## src/rtl/rrs_params.svh

```systemverilog
`ifndef RRS_PARAMS_SVH
`define RRS_PARAMS_SVH
// ----------------------------------------
// clock and timing
// ----------------------------------------
`define RRS_CLK_HZ 50000000
`define RRS_TICK_MS 100
`define RRS_BTN_TIMEOUT_MS 5000
// ----------------------------------------
// configuration limits, in 100 ms units
// ----------------------------------------
`define RRS_CFG_MIN 8'h01
`define RRS_CFG_MAX 8'hFF
// ----------------------------------------
// batch limits and buffering
// ----------------------------------------
`define RRS_BATCH_MAX 6'h20
`define RRS_CHAR_LIMIT 16'h2710
`define RRS_FIFO_DEPTH 16
// ----------------------------------------
// result word layout: {kind, pass, symbology, key, length}
// ----------------------------------------
`define RRS_LEN_W 14
`define RRS_KEY_W 32
`define RRS_SYM_W 8
`define RRS_WORD_W 57
`define RRS_KIND_LSB 55
`define RRS_PASS_BIT 54
`define RRS_SYM_LSB 46
`define RRS_KEY_LSB 14
`endif

```

## src/rtl/rrs_pkg.sv

```systemverilog
package rrs_pkg;
   typedef enum logic [1:0] {RRS_MODE_SINGLE, RRS_MODE_SEQ, RRS_MODE_BATCH} rrs_mode_t;
   typedef enum logic [1:0] {RRS_SRC_BUTTON, RRS_SRC_TRIG, RRS_SRC_CMD} rrs_src_t;
   typedef enum logic [1:0] {RRS_KIND_RESULT, RRS_KIND_FAIL, RRS_KIND_BATCH_END} rrs_kind_t;
   typedef enum {RRS_ST_IDLE, RRS_ST_READ, RRS_ST_FINISH} rrs_state_t;
endpackage

```

## src/rtl/rrs_fifo.sv

```systemverilog
`timescale 1ns/100ps
module rrs_fifo #(
   parameter int unsigned WIDTH = 57,
   parameter int unsigned DEPTH = 16
) (
   input wire logic ref_clk_i,
   input wire logic sys_rst_i,
   input wire logic in_valid_i,
   output logic in_ready_o,
   input wire logic [WIDTH-1:0] in_data_i,
   output logic out_valid_o,
   input wire logic out_ready_i,
   output logic [WIDTH-1:0] out_data_o,
   output logic [$clog2(DEPTH):0] level_o
);
   localparam int unsigned AW = $clog2(DEPTH);
   logic [WIDTH-1:0] mem [DEPTH];
   logic [AW-1:0] wr_ptr;
   logic [AW-1:0] rd_ptr;
   logic [AW:0] cnt;
   logic do_push;
   logic do_pop;

   // read data sit in a register, so the consumer sees flop outputs
   assign in_ready_o = (cnt != DEPTH[AW:0]);
   assign do_push = in_valid_i && in_ready_o;
   assign do_pop = (cnt != '0) && (!out_valid_o || out_ready_i);
   assign level_o = cnt;

   always_ff @(posedge ref_clk_i)
   begin
      if (do_push)
      begin
         mem[wr_ptr] <= in_data_i;
      end
   end

   always_ff @(posedge ref_clk_i)
   begin
      if (sys_rst_i)
      begin
         wr_ptr <= '0;
         rd_ptr <= '0;
         cnt <= '0;
      end
      else
      begin
         if (do_push)
         begin
            wr_ptr <= wr_ptr + 1'b1;
         end
         if (do_pop)
         begin
            rd_ptr <= rd_ptr + 1'b1;
         end
         cnt <= cnt + {{AW{1'b0}}, do_push} - {{AW{1'b0}}, do_pop};
      end
   end

   always_ff @(posedge ref_clk_i)
   begin
      if (sys_rst_i)
      begin
         out_valid_o <= 1'b0;
         out_data_o <= '0;
      end
      else if (do_pop)
      begin
         out_valid_o <= 1'b1;
         out_data_o <= mem[rd_ptr];
      end
      else if (out_ready_i)
      begin
         out_valid_o <= 1'b0;
      end
   end
endmodule

```

## src/rtl/rrs_seq.sv

```systemverilog
// Notes on behaviour
// - sequential multi-read: read while request held
// - infinite timeout means level, finite means edge
// - duplicate window accepted only inside range
// - drop same symbology and data in window
// - sequential: resume only after prior result drained
// - release before any symbol reports failure
// - orange lamp on at start, off later
// - green or red on at stop, off later
// - classify pass or verify match at stop
// - batch: pass each result on as read, end record at stop
// - batch keeps at most 32 results
// - batch character total flagged at limit
// - batch outputs follow final result only
// - single edge trigger: stop on success, timeout
// - multi edge trigger ends only on timeout
// - level trigger: read only while held
// - commands start and stop a session
// - button forces single edge 5 s read
// - command request clears after reading stops
`timescale 1ns/100ps
`include "rrs_params.svh"
module rrs_seq import rrs_pkg::*; #(
   parameter int unsigned TICK_CYCLES = `RRS_CLK_HZ / 1000 * `RRS_TICK_MS
) (
   input wire logic ref_clk_i,
   input wire logic sys_rst_i,
   input wire logic button_i,
   input wire logic trig_i,
   input wire logic cmd_start_i,
   input wire logic cmd_stop_i,
   input wire logic [1:0] read_mode_i,
   input wire logic timeout_inf_i,
   input wire logic [7:0] timeout_cfg_i,
   input wire logic [7:0] dup_win_cfg_i,
   input wire logic lamp_link_en_i,
   input wire logic [7:0] lamp_hold_cfg_i,
   input wire logic verify_en_i,
   input wire logic sym_valid_i,
   output logic sym_ready_o,
   input wire logic [`RRS_SYM_W-1:0] sym_type_i,
   input wire logic [`RRS_KEY_W-1:0] sym_key_i,
   input wire logic [`RRS_LEN_W-1:0] sym_len_i,
   input wire logic sym_ok_i,
   output logic res_valid_o,
   input wire logic res_ready_i,
   output logic [`RRS_WORD_W-1:0] res_data_o,
   output logic reading_o,
   output logic read_req_o,
   output logic lamp_orange_o,
   output logic lamp_green_o,
   output logic lamp_red_o,
   output logic ext_out_o,
   output logic batch_over_o
);
   localparam logic [7:0] BTN_TICKS = 8'(`RRS_BTN_TIMEOUT_MS / `RRS_TICK_MS);
   localparam logic [4:0] FIFO_ROOM = 5'(`RRS_FIFO_DEPTH - 2);

   function automatic logic is_multi(input rrs_mode_t m);
      is_multi = (m != RRS_MODE_SINGLE);
   endfunction

   // ----------------------------------------
   // inputs, timebase, configuration
   // ----------------------------------------
   logic trig_meta, trig_sync, trig_prev, btn_prev;
   logic trig_rise, btn_rise, start_req;
   logic [31:0] tick_cnt;
   logic tick;
   logic [7:0] tmo_cfg, dup_cfg;

   always_ff @(posedge ref_clk_i)
   begin
      if (sys_rst_i)
      begin
         trig_meta <= 1'b0;
         trig_sync <= 1'b0;
         trig_prev <= 1'b0;
         btn_prev <= 1'b0;
      end
      else
      begin
         trig_meta <= trig_i;
         trig_sync <= trig_meta;
         trig_prev <= trig_sync;
         btn_prev <= button_i;
      end
   end
   assign trig_rise = trig_sync && !trig_prev;
   assign btn_rise = button_i && !btn_prev;
   assign start_req = btn_rise || trig_rise || cmd_start_i;

   always_ff @(posedge ref_clk_i)
   begin
      if (sys_rst_i || tick)
      begin
         tick_cnt <= '0;
      end
      else
      begin
         tick_cnt <= tick_cnt + 32'h0000_0001;
      end
   end
   assign tick = (tick_cnt == 32'(TICK_CYCLES - 1));

   // out-of-range settings are refused, the last good one stays
   always_ff @(posedge ref_clk_i)
   begin
      if (sys_rst_i)
      begin
         tmo_cfg <= `RRS_CFG_MAX;
         dup_cfg <= `RRS_CFG_MIN;
      end
      else
      begin
         if (timeout_cfg_i >= `RRS_CFG_MIN)
         begin
            tmo_cfg <= timeout_cfg_i;
         end
         if (dup_win_cfg_i >= `RRS_CFG_MIN && dup_win_cfg_i <= `RRS_CFG_MAX)
         begin
            dup_cfg <= dup_win_cfg_i;
         end
      end
   end

   // ----------------------------------------
   // session control
   // ----------------------------------------
   rrs_state_t st;
   rrs_src_t src;
   rrs_mode_t eff_mode;
   logic eff_edge, got, last_ok, take, is_dup, tmo_exp, stop_cond, pass_now;
   logic [7:0] tmo_left, dup_left;
   logic [5:0] batch_cnt;
   logic [15:0] char_sum;
   logic [`RRS_SYM_W-1:0] last_type;
   logic [`RRS_KEY_W-1:0] last_key;
   logic fifo_in_ready, push;
   logic [4:0] fifo_level;
   logic [`RRS_WORD_W-1:0] push_word;
   rrs_kind_t rec_kind;

   assign is_dup = is_multi(eff_mode) && dup_left != 8'h00 && sym_type_i == last_type
                   && sym_key_i == last_key;
   assign take = st == RRS_ST_READ && sym_valid_i && sym_ready_o && !is_dup
                 && !(eff_mode == RRS_MODE_BATCH && batch_cnt == `RRS_BATCH_MAX);
   assign tmo_exp = eff_edge && tick && tmo_left == 8'h01;
   assign stop_cond = st == RRS_ST_READ && (
                      (eff_mode == RRS_MODE_SINGLE && take)
                      || tmo_exp
                      || (src == RRS_SRC_CMD && cmd_stop_i)
                      || (src == RRS_SRC_TRIG && !eff_edge && !trig_sync));
   assign pass_now = (got || take)
                     && (!verify_en_i || (take ? sym_ok_i : last_ok));

   always_ff @(posedge ref_clk_i)
   begin
      if (sys_rst_i)
      begin
         st <= RRS_ST_IDLE;
         src <= RRS_SRC_BUTTON;
         eff_mode <= RRS_MODE_SINGLE;
         eff_edge <= 1'b1;
         tmo_left <= 8'h00;
      end
      else
      begin
         case (st)
            RRS_ST_IDLE:
            begin
               if (start_req)
               begin
                  st <= RRS_ST_READ;
                  if (btn_rise)
                  begin
                     src <= RRS_SRC_BUTTON;
                     eff_mode <= RRS_MODE_SINGLE;
                     eff_edge <= 1'b1;
                     tmo_left <= BTN_TICKS;
                  end
                  else
                  begin
                     src <= trig_rise ? RRS_SRC_TRIG : RRS_SRC_CMD;
                     eff_mode <= rrs_mode_t'(read_mode_i);
                     eff_edge <= !timeout_inf_i;
                     tmo_left <= tmo_cfg;
                  end
               end
            end
            RRS_ST_READ:
            begin
               if (stop_cond)
               begin
                  st <= RRS_ST_FINISH;
               end
               else if (tick && tmo_left != 8'h00)
               begin
                  tmo_left <= tmo_left - 8'h01;
               end
            end
            RRS_ST_FINISH:
            begin
               if (fifo_in_ready)
               begin
                  st <= RRS_ST_IDLE;
               end
            end
            default:
            begin
               st <= RRS_ST_IDLE;
            end
         endcase
      end
   end

   // per-session bookkeeping of results
   always_ff @(posedge ref_clk_i)
   begin
      if (sys_rst_i || (st == RRS_ST_IDLE && start_req))
      begin
         got <= 1'b0;
         last_ok <= 1'b0;
         batch_cnt <= '0;
         char_sum <= '0;
         batch_over_o <= 1'b0;
      end
      else if (take)
      begin
         got <= 1'b1;
         last_ok <= sym_ok_i;
         batch_cnt <= batch_cnt + 6'h01;
         char_sum <= char_sum + {2'b00, sym_len_i};
         // past the limit the formatter may mangle the batch; flag only
         if (eff_mode == RRS_MODE_BATCH && char_sum + {2'b00, sym_len_i} >= `RRS_CHAR_LIMIT)
         begin
            batch_over_o <= 1'b1;
         end
      end
   end

   // the window restarts on every accepted symbol, surviving across sessions
   always_ff @(posedge ref_clk_i)
   begin
      if (sys_rst_i)
      begin
         dup_left <= 8'h00;
         last_type <= '0;
         last_key <= '0;
      end
      else if (take)
      begin
         dup_left <= dup_cfg;
         last_type <= sym_type_i;
         last_key <= sym_key_i;
      end
      else if (tick && dup_left != 8'h00)
      begin
         dup_left <= dup_left - 8'h01;
      end
   end

   // ----------------------------------------
   // result stream
   // ----------------------------------------
   assign rec_kind = got ? RRS_KIND_BATCH_END : RRS_KIND_FAIL;
   assign push = take || (st == RRS_ST_FINISH && fifo_in_ready
                 && (!got || eff_mode == RRS_MODE_BATCH));
   assign push_word = take
      ? {RRS_KIND_RESULT, sym_ok_i, sym_type_i, sym_key_i, sym_len_i}
      : {rec_kind, last_ok, {`RRS_SYM_W{1'b0}}, 26'h000_0000, batch_cnt, char_sum[13:0]};

   rrs_fifo #(
      .WIDTH(`RRS_WORD_W),
      .DEPTH(`RRS_FIFO_DEPTH)
   ) u_fifo (
      .ref_clk_i(ref_clk_i),
      .sys_rst_i(sys_rst_i),
      .in_valid_i(push),
      .in_ready_o(fifo_in_ready),
      .in_data_i(push_word),
      .out_valid_o(res_valid_o),
      .out_ready_i(res_ready_i),
      .out_data_o(res_data_o),
      .level_o(fifo_level)
   );

   // registered ready keeps two words of headroom for the lag
   always_ff @(posedge ref_clk_i)
   begin
      if (sys_rst_i)
      begin
         sym_ready_o <= 1'b0;
      end
      else
      begin
         sym_ready_o <= st == RRS_ST_READ && !stop_cond && fifo_level <= FIFO_ROOM
            && !(eff_mode == RRS_MODE_SEQ && (fifo_level != 5'h00 || res_valid_o)
                 || take && eff_mode == RRS_MODE_SEQ);
      end
   end

   // ----------------------------------------
   // request, lamps and external output
   // ----------------------------------------
   logic [7:0] lamp_left;

   always_ff @(posedge ref_clk_i)
   begin
      if (sys_rst_i)
      begin
         reading_o <= 1'b0;
         read_req_o <= 1'b0;
         ext_out_o <= 1'b0;
      end
      else if (st == RRS_ST_IDLE && start_req)
      begin
         reading_o <= 1'b1;
         read_req_o <= 1'b1;
         ext_out_o <= 1'b0;
      end
      else if (stop_cond)
      begin
         reading_o <= 1'b0;
         read_req_o <= 1'b0;
         ext_out_o <= pass_now;
      end
   end

   always_ff @(posedge ref_clk_i)
   begin
      if (sys_rst_i)
      begin
         lamp_orange_o <= 1'b0;
         lamp_green_o <= 1'b0;
         lamp_red_o <= 1'b0;
         lamp_left <= 8'h00;
      end
      else if (!lamp_link_en_i)
      begin
         lamp_orange_o <= reading_o;
         lamp_green_o <= 1'b0;
         lamp_red_o <= 1'b0;
         lamp_left <= 8'h00;
      end
      else if (st == RRS_ST_IDLE && start_req)
      begin
         lamp_orange_o <= 1'b1;
         lamp_green_o <= 1'b0;
         lamp_red_o <= 1'b0;
         lamp_left <= lamp_hold_cfg_i;
      end
      else if (stop_cond)
      begin
         lamp_orange_o <= 1'b0;
         lamp_green_o <= pass_now;
         lamp_red_o <= !pass_now;
         lamp_left <= lamp_hold_cfg_i;
      end
      else if (tick && lamp_left != 8'h00)
      begin
         lamp_left <= lamp_left - 8'h01;
         if (lamp_left == 8'h01)
         begin
            lamp_orange_o <= 1'b0;
            lamp_green_o <= 1'b0;
            lamp_red_o <= 1'b0;
         end
      end
   end
endmodule

```

## config.mk

```make
export PLATFORM = sky130hd
export DESIGN_NAME = rrs_seq
export DESIGN_NICKNAME = d
export VERILOG_FILES = /design/src/rtl/rrs_pkg.sv /design/src/rtl/rrs_fifo.sv /design/src/rtl/rrs_seq.sv
export VERILOG_INCLUDE_DIRS = /design/src /design/src/rtl
export SDC_FILE = /design/constraint.sdc
export NUM_CORES = 1
export LEC_CHECK = 0
export BUFFER_PORTS_ARGS = -buffer_cell sky130_fd_sc_hd__buf_2
export CAP_MARGIN = 40
export CORE_MARGIN = 2
export CORE_UTILIZATION = 62
export CTS_CLUSTER_SIZE = 40
export DETAILED_ROUTE_END_ITERATION = 10
export PLACE_DENSITY = 0.8
export SETUP_SLACK_MARGIN = 0.1
export SYNTH_ARGS = -nofsm -noshare
export SYNTH_HDL_FRONTEND = slang
export SYNTH_SLANG_ARGS = --single-unit
```

## constraint.sdc

```tcl
create_clock -name ref_clk_i -period 10.53 [get_ports ref_clk_i]
set_input_delay 3.159 -clock ref_clk_i [delete_from_list [all_inputs] [get_ports ref_clk_i]]
set_output_delay 3.159 -clock ref_clk_i [all_outputs]
set_load 0.01 [all_outputs]
```

* Word-level counts from Yosys, hierarchy flattened
Memories as Yosys holds them, arrays and structs flattened. A register that Yosys moved wholly into a read port is not among the register bits. Cells that the tools add are included.
Word-level totals: input port bits 92, RAM bits 912, word-level logic and storage cells 188, output and inout port bits 66, bits in registers 198, memories kept 1
Memory list:
- u_fifo.mem | words 16, bits a word 57, rd ports 1, clocked after Yosys merged registers in 1, wr ports 1, line rrs_fifo.sv:17 | logic [WIDTH-1:0] mem [DEPTH];
Operators by class: add/subtract/negate cells 10, reduce and logical (&&, ||, !) cells 84, bitwise operators 1, equality and inequality tests 22, muxes and demuxes 34, $lt $le $gt $ge 5
Operators with widths (number):
- $mux W32 | 3
- $pmux W32 S3 | 1
- $mux W8 | 9
- $eq A32 B2 Y1 const B | 2
- $logic_not A32 Y1 | 2
- $mux W57 | 1
- $logic_and A1 B1 Y1 | 33
- $add A32 B1 Y32 const B | 1
- $eq A32 B1 Y1 const B | 1
- $eq A32 B23 Y1 const B | 1
- $eq A32 B3 Y1 const B | 1
- $eq A32 B32 Y1 | 1
- $reduce_bool A8 Y1 | 3
- $sub A8 B1 Y8 const B | 3
- $add A16 B14 Y16 | 1
- $eq A8 B1 Y1 const B | 2
- $ge A16 B14 Y1 const B | 1
- $ge A8 B1 Y1 const B | 2
- $pmux W8 S2 | 1
- $mux W1 | 15
- $logic_or A1 B1 Y1 | 14
- $reduce_bool A2 Y1 | 7
- $logic_not A1 Y1 | 13
- $ne A2 B2 Y1 const B | 5
- 22 further kinds | 33

* Depth between registers and ports, before layout
Gate-level depths: netlist (run 1).
depth after elaboration 16, mapped depth 18, mapped depth without buffers 17

* By module
From an unflattened synthesis (run 1), not the netlist that was laid out.
Unflattened totals: cell total of the unflattened synthesis 2591, area, all modules 44736.7 um2
By module, submodules not included:
- rrs_fifo | seq. area each 28807.6 um2, instances 1, cells each 1620, area an instance 36920.4 um2
- rrs_seq | seq. area each 3083.0 um2, instances 1, cells each 971, area an instance 7816.2 um2

* Worst setup path after synthesis (run 1)
No wires, ideal clock.
path kind input to register, from input port sym_type_i[3], to memory u_fifo.mem[3][0], enable pin, arrival 7893 ps, buffers on the path 0, library setup time 542 ps, cell stages on the path 8, required time 9988 ps, slack 2095 ps, cell sequence xor2_1 nor4_1 nand4_1 or3_1 o211a_1 a21o_1 nand3_1 nor3_1
On the way: longest elaborated chain between the ends 10
RTL lines:
- start, declared | line rrs_seq.sv:41 | input wire logic [`RRS_SYM_W-1:0] sym_type_i,
- $eq A8 B8 Y1 | line rrs_seq.sv:144 | assign is_dup = is_multi(eff_mode) && dup_left != 8'h00 && sym_type_i == last_type
- $logic_and A1 B1 Y1 | line rrs_seq.sv:144
- $logic_and A1 B1 Y1 | line rrs_seq.sv:145 | && sym_key_i == last_key;
- $logic_not A1 Y1 | line rrs_seq.sv:146 | assign take = st == RRS_ST_READ && sym_valid_i && sym_ready_o && !is_dup
- $logic_and A1 B1 Y1 (2 in series) | line rrs_seq.sv:146
- $logic_or A1 B1 Y1 | line rrs_seq.sv:267 | assign push = take || (st == RRS_ST_FINISH && fifo_in_ready
- $logic_and A1 B1 Y1 | line rrs_fifo.sv:26 | assign do_push = in_valid_i && in_ready_o;
- $mux W1 | line rrs_fifo.sv:32 | if (do_push)
- $mux W1 (implied by the code) | line rrs_fifo.sv:34 | mem[wr_ptr] <= in_data_i;
- end, declared | line rrs_fifo.sv:17
Every way passes these cells.

* Worst setup path in the final report (run 1)
from input port sym_type_i[7], to memory u_fifo.mem[6][14], data pin
On the way: longest elaborated chain between the ends 7
RTL lines:
- $eq A8 B8 Y1 | line rrs_seq.sv:144
- $logic_and A1 B1 Y1 | line rrs_seq.sv:144
- $logic_and A1 B1 Y1 | line rrs_seq.sv:145
- $logic_not A1 Y1 | line rrs_seq.sv:146
- $logic_and A1 B1 Y1 (2 in series) | line rrs_seq.sv:146
- $mux W57 | line rrs_seq.sv:269 | assign push_word = take
- named net push_word[14] | line rrs_seq.sv:141 | logic [`RRS_WORD_W-1:0] push_word;
The timed path passes the listed nets, and every way through them passes these cells.

==> results of run 1 <==
==> worst max-delay path by stage <==
| stage | slack (ns) | end | cells past startpoint | from |
|---|---|---|---|---|
| after floorplan | 2.10 | u_fifo.mem[3][0] | 8 | sym_type_i[3] |
| after global placement | 3.16 | u_fifo.mem[4][0] | 10 | sym_type_i[3] |
| after detailed placement | 3.01 | u_fifo.mem[4][1] | 10 | sym_type_i[3] |
| after CTS | 3.64 | u_fifo.mem[6][3] | 10 | sym_key_i[1] |
| after global routing | 3.79 | u_fifo.mem[14][14] | 10 | sym_type_i[7] |
| final | 3.78 | u_fifo.mem[6][14] | 10 | sym_type_i[7] |
==> worst max-delay path, cell delays in order <==
cell and delay, ns:
buf_2 0.14, xnor2_1 0.47, nand4_1 0.25, nor4_1 0.55, nand4_1 0.26, o211a_1 0.47, nand2_2 0.55, buf_4 0.62
nand2_1 0.20, nand2_1 0.43
==> sequential cells by signal, summed over array words and instances, names as in the netlist, 16 cells and up <==
| name | count |
|---|---|
| u_fifo.mem | 912 |
| u_fifo.out_data_o | 57 |
| last_key | 32 |
| tick_cnt | 32 |
| char_sum | 16 |
==> Yosys cell counts, drive strengths merged, types with 4 or more instances <==
| cell type | n | share of area (%) |
|---|---|---|
| edfxtp | 912 | 61 |
| nand2 | 301 | 2.5 |
| mux4 | 285 | 14 |
| dfxtp | 225 | 10 |
| a21oi | 160 | 1.8 |
| nor2 | 116 | 0.97 |
| clkbuf | 100 | 0.84 |
| inv | 74 | 0.62 |
| xnor2 | 60 | 1.2 |
| xor2 | 46 | 0.90 |
| nand3 | 42 | 0.47 |
| ha | 37 | 1.0 |
| buf | 35 | 0.32 |
| o21ai | 28 | 0.31 |
| nor3 | 27 | 0.31 |
| and3 | 23 | 0.32 |
| nand4 | 20 | 0.28 |
| nor4 | 19 | 0.30 |
| a211oi | 14 | 0.25 |
| nand2b | 14 | 0.20 |
| nor2b | 13 | 0.18 |
| a211o | 10 | 0.20 |
| or4 | 10 | 0.18 |
| or3 | 8 | 0.11 |
| and2 | 6 | 0.084 |
| o211ai | 6 | 0.10 |
| a31oi | 5 | 0.070 |
| a21o | 4 | 0.067 |
==> power breakdown <==
group	total, µW	internal (µW)	switching [µW]
clock network	3940	2280	1660
registers	5150	4980	169
logic	2010	921	1090
total	11100	8190	2920
==> final cells by class <==
class                           count  area (µm²)  area share [%]
Multi-Input combinational cell   1308       12300            24.3
Timing Repair Buffer              201        1290            2.55
Clock inverter                     41         410           0.811
Inverter                           74         278           0.549
Clock buffer                      165        3220            6.36
Sequential cell                  1137       31900            63.0
Tap cell                          950        1190            2.35
Antenna cell                        3        7.51          0.0148
==> kinds of logic (layout without fill, tap and decap cells) <==
logic type	Yosys count	in the layout	share of synthesized area (%)
AND/OR/NAND/NOR	611	611	6.18
multiplexers	291	291	14.4
other	0	3	0
flip-flops	1137	1137	71.0
XOR/XNOR	106	106	2.07
AO/OA/AOI/OAI	261	261	3.42
buffers and inverters	209	481	1.77
adder cells (fa/ha/maj)	39	39	1.12
==> metal layers <==
metal | global-route usage [%] | up-vias | share of wire (%)
met5 | 0 | - | 0.056
met4 | 10.3 | 10 | 3.2
met3 | 6.62 | 262 | 11
met2 | 49.5 | 1667 | 50
met1 | 41.2 | 13000 | 36
li1 | - | 10700 | -
==> per-stage QoR <==
step	instance area [µm²]	power, µW
2_1_floorplan	44900	6600
5_1_grt	50600	11500
3_5_place_dp	47000	7230
4_1_cts	50600	11100
3_3_place_gp	46700	7140
6_report	50600	11100
==> out/results.ini, run 1 <==
[yosys]
yosysWarnings = 0
ys_ff_latch = 1137
syn_avg_cell_area_um2 = 16.9
synth_cell_type_count = 69
synth_area_um2 = 44900
syn_nets = 2785
synth_edf_count = 912
synth_cells = 2654
async_reset_ff_share_pct = 0
synth_seq_area_share_pct = 71.0
synth_ff_type = edfxtp_1

[clocking]
cts_buffers = 108
post_cts_resize_count = 0
insertion_delay_ns = 0.68
cts-htree-levels = 3
clk_path_buf_depth = 3
post_cts_buffers = 0
cts-root-buf = clkbuf_16
cts_tree = done
cts-hold-fix-buffers = 0
numClockSinks = 1137
clk_pin_slew_ns = 0.06

[sta]
finalSetupViolations = 0
hold_viol_final = 0
post-route-period-util_pct = 64.1
fin_tns_setup_ns = 0
hold_ws_ns = 0.441
worst_slack_ns = 3.78
slew_violations = 0
rsz0062_at_grt = no
worstMarginPinSlew_ns = 0.986
fin_crit_ns = 6.75
skew_ns = 0.0309
fmax_mhz = 148
maxSlewHeadroom_pct = 34.0

[final_layout]
fin_nets = 2961
post-route-util_pct = 70.7
finalNonFillerCells = 3879
area_delta_synth_final_pct = 12.7
layout_common_cells = edfxtp_1 (912), nand2_1 (298), mux4_2 (285)
num-fill-cells = 4198
layout_commonest_cell = edfxtp_1
drive_above_1_share_pct = 23.7

[route]
vias_per_cell = 6.61
first_pass_iters = 6
remaining_drc_errors = 0
avgRoutedWirePerCell_um = 28.7
drt_iter0_markers = 3405
drtAntennaViolNets = 0
finalWirelength_um = 111000
vias = 25600

[setup_path]
rr_endpoint = u_fifo.mem[6][14]
required_ns = 10.92
critPathMaxFanout = 43
crit_arrival_ns = 7.14
r2r_cells = 9
startpoint_type = primary input
reg2reg_from = last_type[7]
path_class = primary input to register
critPathCaptureType = register
reg2reg_slack_ns = 6.10

[grt]
grt_overflow = 0
grt_usage_pct = 30.3
antenna_found_initial = 9
grt_max_degree = 102
grt_pass1_vias = 26100
grt_pass1_wl_um = 166000

[place]
dpl.cell_count = 3668
numPortBuffers = 157
hpwl_um = 58700
post-place-ws_ns = 3.01
routabilityCongestion = 0.873

[worst_hold_path]
hp-start = tick_cnt[0]
holdPathStages = 1
min_path_type = register to register
hold_end = tick_cnt[0]

[die]
io_pins = 158
core_um2 = 71600
die_w_um = 273
die_y_um = 273
start_util_pct = 62.7
rows = 98
die_area_um2 = 74600

[run]
drv_cap = 0

[power_and_ir_drop]
vdd_drop_max_mv = 0.146
leakage_uw = 0.0158
powerDensity_nw_per_um2 = 219

[outcome]
status = completed

Note: power is estimated with default switching activity, not from simulation.
==> inputs of run 2 (changes only) <==
==> constraint.sdc (replaced) <==
create_clock -name ref_clk_i -period 6.6 [get_ports ref_clk_i]
set_input_delay 1.98 -clock ref_clk_i [delete_from_list [all_inputs] [get_ports ref_clk_i]]
set_output_delay 1.98 -clock ref_clk_i [all_outputs]
set_load 0.01 [all_outputs]
==> run 2 against run 1 <==
- register-to-register slack lost 3.7 ns
- worst setup slack lost 2.5 ns
- power grew 61%
- critical path depth grew 7
- cell count grew 0.10%
- highest routed layer unchanged
- wire length grew 0.29%
- critical endpoint is now u_fifo.level_o[4]
- core utilization grew 0.51 points
- sequential share of layout area shrank 0.45 points
==> out/results.ini, run 2 (synthesis results as in run 1) <==
[sta]
fmax_mhz = 188
finalSetupViolations = 0  ; unchanged
fin_tns_setup_ns = 0  ; unchanged
skew_ns = 0.0290  ; -0.00189 ns
hold_ws_ns = 0.439  ; -0.00227 ns
fin_crit_ns = 5.33
maxSlewHeadroom_pct = 38.1  ; +4.1 points
rsz0062_at_grt = no
post-route-period-util_pct = 80.8
hold_viol_final = 0  ; unchanged
slew_violations = 0  ; unchanged
worstMarginPinSlew_ns = 0.928  ; -0.0579 ns

[route]
vias = 25900  ; +0.93%
first_pass_iters = 6  ; unchanged
drt_iter0_markers = 3645  ; +7.0%
avgRoutedWirePerCell_um = 28.7  ; +0.19%
drtAntennaViolNets = 0  ; unchanged
remaining_drc_errors = 0  ; unchanged
finalWirelength_um = 112000  ; +0.29%
vias_per_cell = 6.66  ; +0.83%

[grt]
antenna_found_initial = 6  ; -3
grt_max_degree = 146  ; +43%
grt_usage_pct = 30.4  ; +0.065 points
grt_overflow = 0  ; unchanged
grt_pass1_wl_um = 166000  ; +0.39%
grt_pass1_vias = 26400  ; +1.3%

[die]
start_util_pct = 62.7  ; unchanged
die_area_um2 = 74600  ; unchanged
die_y_um = 273  ; unchanged
die_w_um = 273  ; unchanged
core_um2 = 71600  ; unchanged
io_pins = 158  ; unchanged
rows = 98  ; unchanged

[setup_path]
reg2reg_slack_ns = 2.37  ; -3.73 ns
reg2reg_from = last_key[14]
r2r_cells = 16  ; +7
crit_start = sym_key_i[14]
cp-endpoint = u_fifo.level_o[4]
startpoint_type = primary input
rr_endpoint = u_fifo.level_o[4]
critPathCaptureType = register
required_ns = 7.12  ; -3.80 ns
critPathMaxFanout = 15  ; -65%
crit_arrival_ns = 5.85  ; -1.29 ns
path_class = primary input to register

[clocking]
clk_path_buf_depth = 3  ; unchanged
cts-hold-fix-buffers = 0  ; unchanged
cts_tree = done
post_cts_resize_count = 0  ; unchanged
cts_buffers = 108  ; unchanged
numClockSinks = 1137  ; unchanged
insertion_delay_ns = 0.68  ; about the same
clk_pin_slew_ns = 0.06  ; about the same
cts-root-buf = clkbuf_16
cts-htree-levels = 3  ; unchanged
post_cts_buffers = 0  ; unchanged

[power_and_ir_drop]
leakage_uw = 0.0159  ; +0.72%
vdd_drop_max_mv = 0.327  ; +120%
powerDensity_nw_per_um2 = 351  ; +60%

[final_layout]
largestRegisters = u_fifo.mem: 912 flops, u_fifo.out_data_o: 57 flops
area_delta_synth_final_pct = 13.5
layout_common_cells = edfxtp_1 (912), nand2_1 (298), mux4_2 (285)
finalNonFillerCells = 3883  ; +0.10%
largest_reg_flops = 912  ; unchanged
post-route-util_pct = 71.2  ; +0.51 points
layout_commonest_cell = edfxtp_1
num-fill-cells = 4096  ; -2.4%
finalInstanceArea_um2 = 51000  ; +0.72%
top_register = u_fifo.mem
fin_nets = 2968  ; +0.24%
drive_above_1_share_pct = 24.1  ; +0.39 points

[place]
hpwl_um = 60800  ; +3.5%
place_area_um2 = 47200  ; +0.55%
routabilityCongestion = 0.889  ; +1.9%
numPortBuffers = 157  ; unchanged
dpl.cell_count = 3676  ; +0.22%

[outcome]
status = completed

[worst_hold_path]
min_path_type = register to register

[run]
drv_cap = 0  ; unchanged

## run 2: power by group
part,switching [µW],internal (µW)
sequential,222,7950
clock,2690,3790
combinational,1800,1460
total,4710,13200
## run 2: metrics by stage
step,total power (µW),setup WS (ns)
finish,17900,1.27
floorplan,10500,0.735
global route,18500,1.17
CTS,18000,1.65
global placement,11400,1.01
detailed placement,11500,1.04
## run 2: worst max-delay path, stage by stage
cell and delay (ns):
buf_2 0.11, xnor2_1 0.55, nand4_1 0.18, nor4_1 0.75, nand4_1 0.28, o211a_1 0.32, a21oi_1 0.28, nor2_1 0.28
ha_1 0.29, inv_1 0.07, fa_1 0.19, inv_1 0.05, a21oi_1 0.14, nor2_1 0.06, nor2_1 0.11, xor2_1 0.16
nor2_1 0.05
## run 2: worst min-delay path by stage
stage,startpoint,end,slack [ns],cells after the start
6_report,tick_cnt[0],tick_cnt[0],0.44,1
2_1_floorplan,tick_cnt[0],tick_cnt[0],0.41,1
3_3_place_gp,tick_cnt[0],tick_cnt[0],0.42,1
5_1_grt,trig_meta,trig_sync,0.46,1
3_5_place_dp,trig_meta,trig_sync,0.43,1
4_1_cts,tick_cnt[0],tick_cnt[0],0.44,1
## run 2: layout make-up
cell class	count	area, µm²	share of cell area, %
Timing Repair Buffer	208	1540	3.01
Inverter	74	278	0.545
Clock buffer	152	3130	6.15
Clock inverter	53	613	1.20
Sequential cell	1137	31900	62.6
Tap cell	950	1190	2.33
Antenna cell	1	2.50	0.00491
Multi-Input combinational cell	1308	12300	24.2
## run 2: layer usage
layer  GRT usage, %  vias to the layer above  wire [µm]  part of all wire [%]
li1               -                    10700          -                     -
met1           41.1                    13000      40300                    36
met2           48.8                     1801      54500                    49
met3           6.28                      356      11900                    11
met4           13.0                       10       4840                   4.3
met5              0                        -         54                 0.048
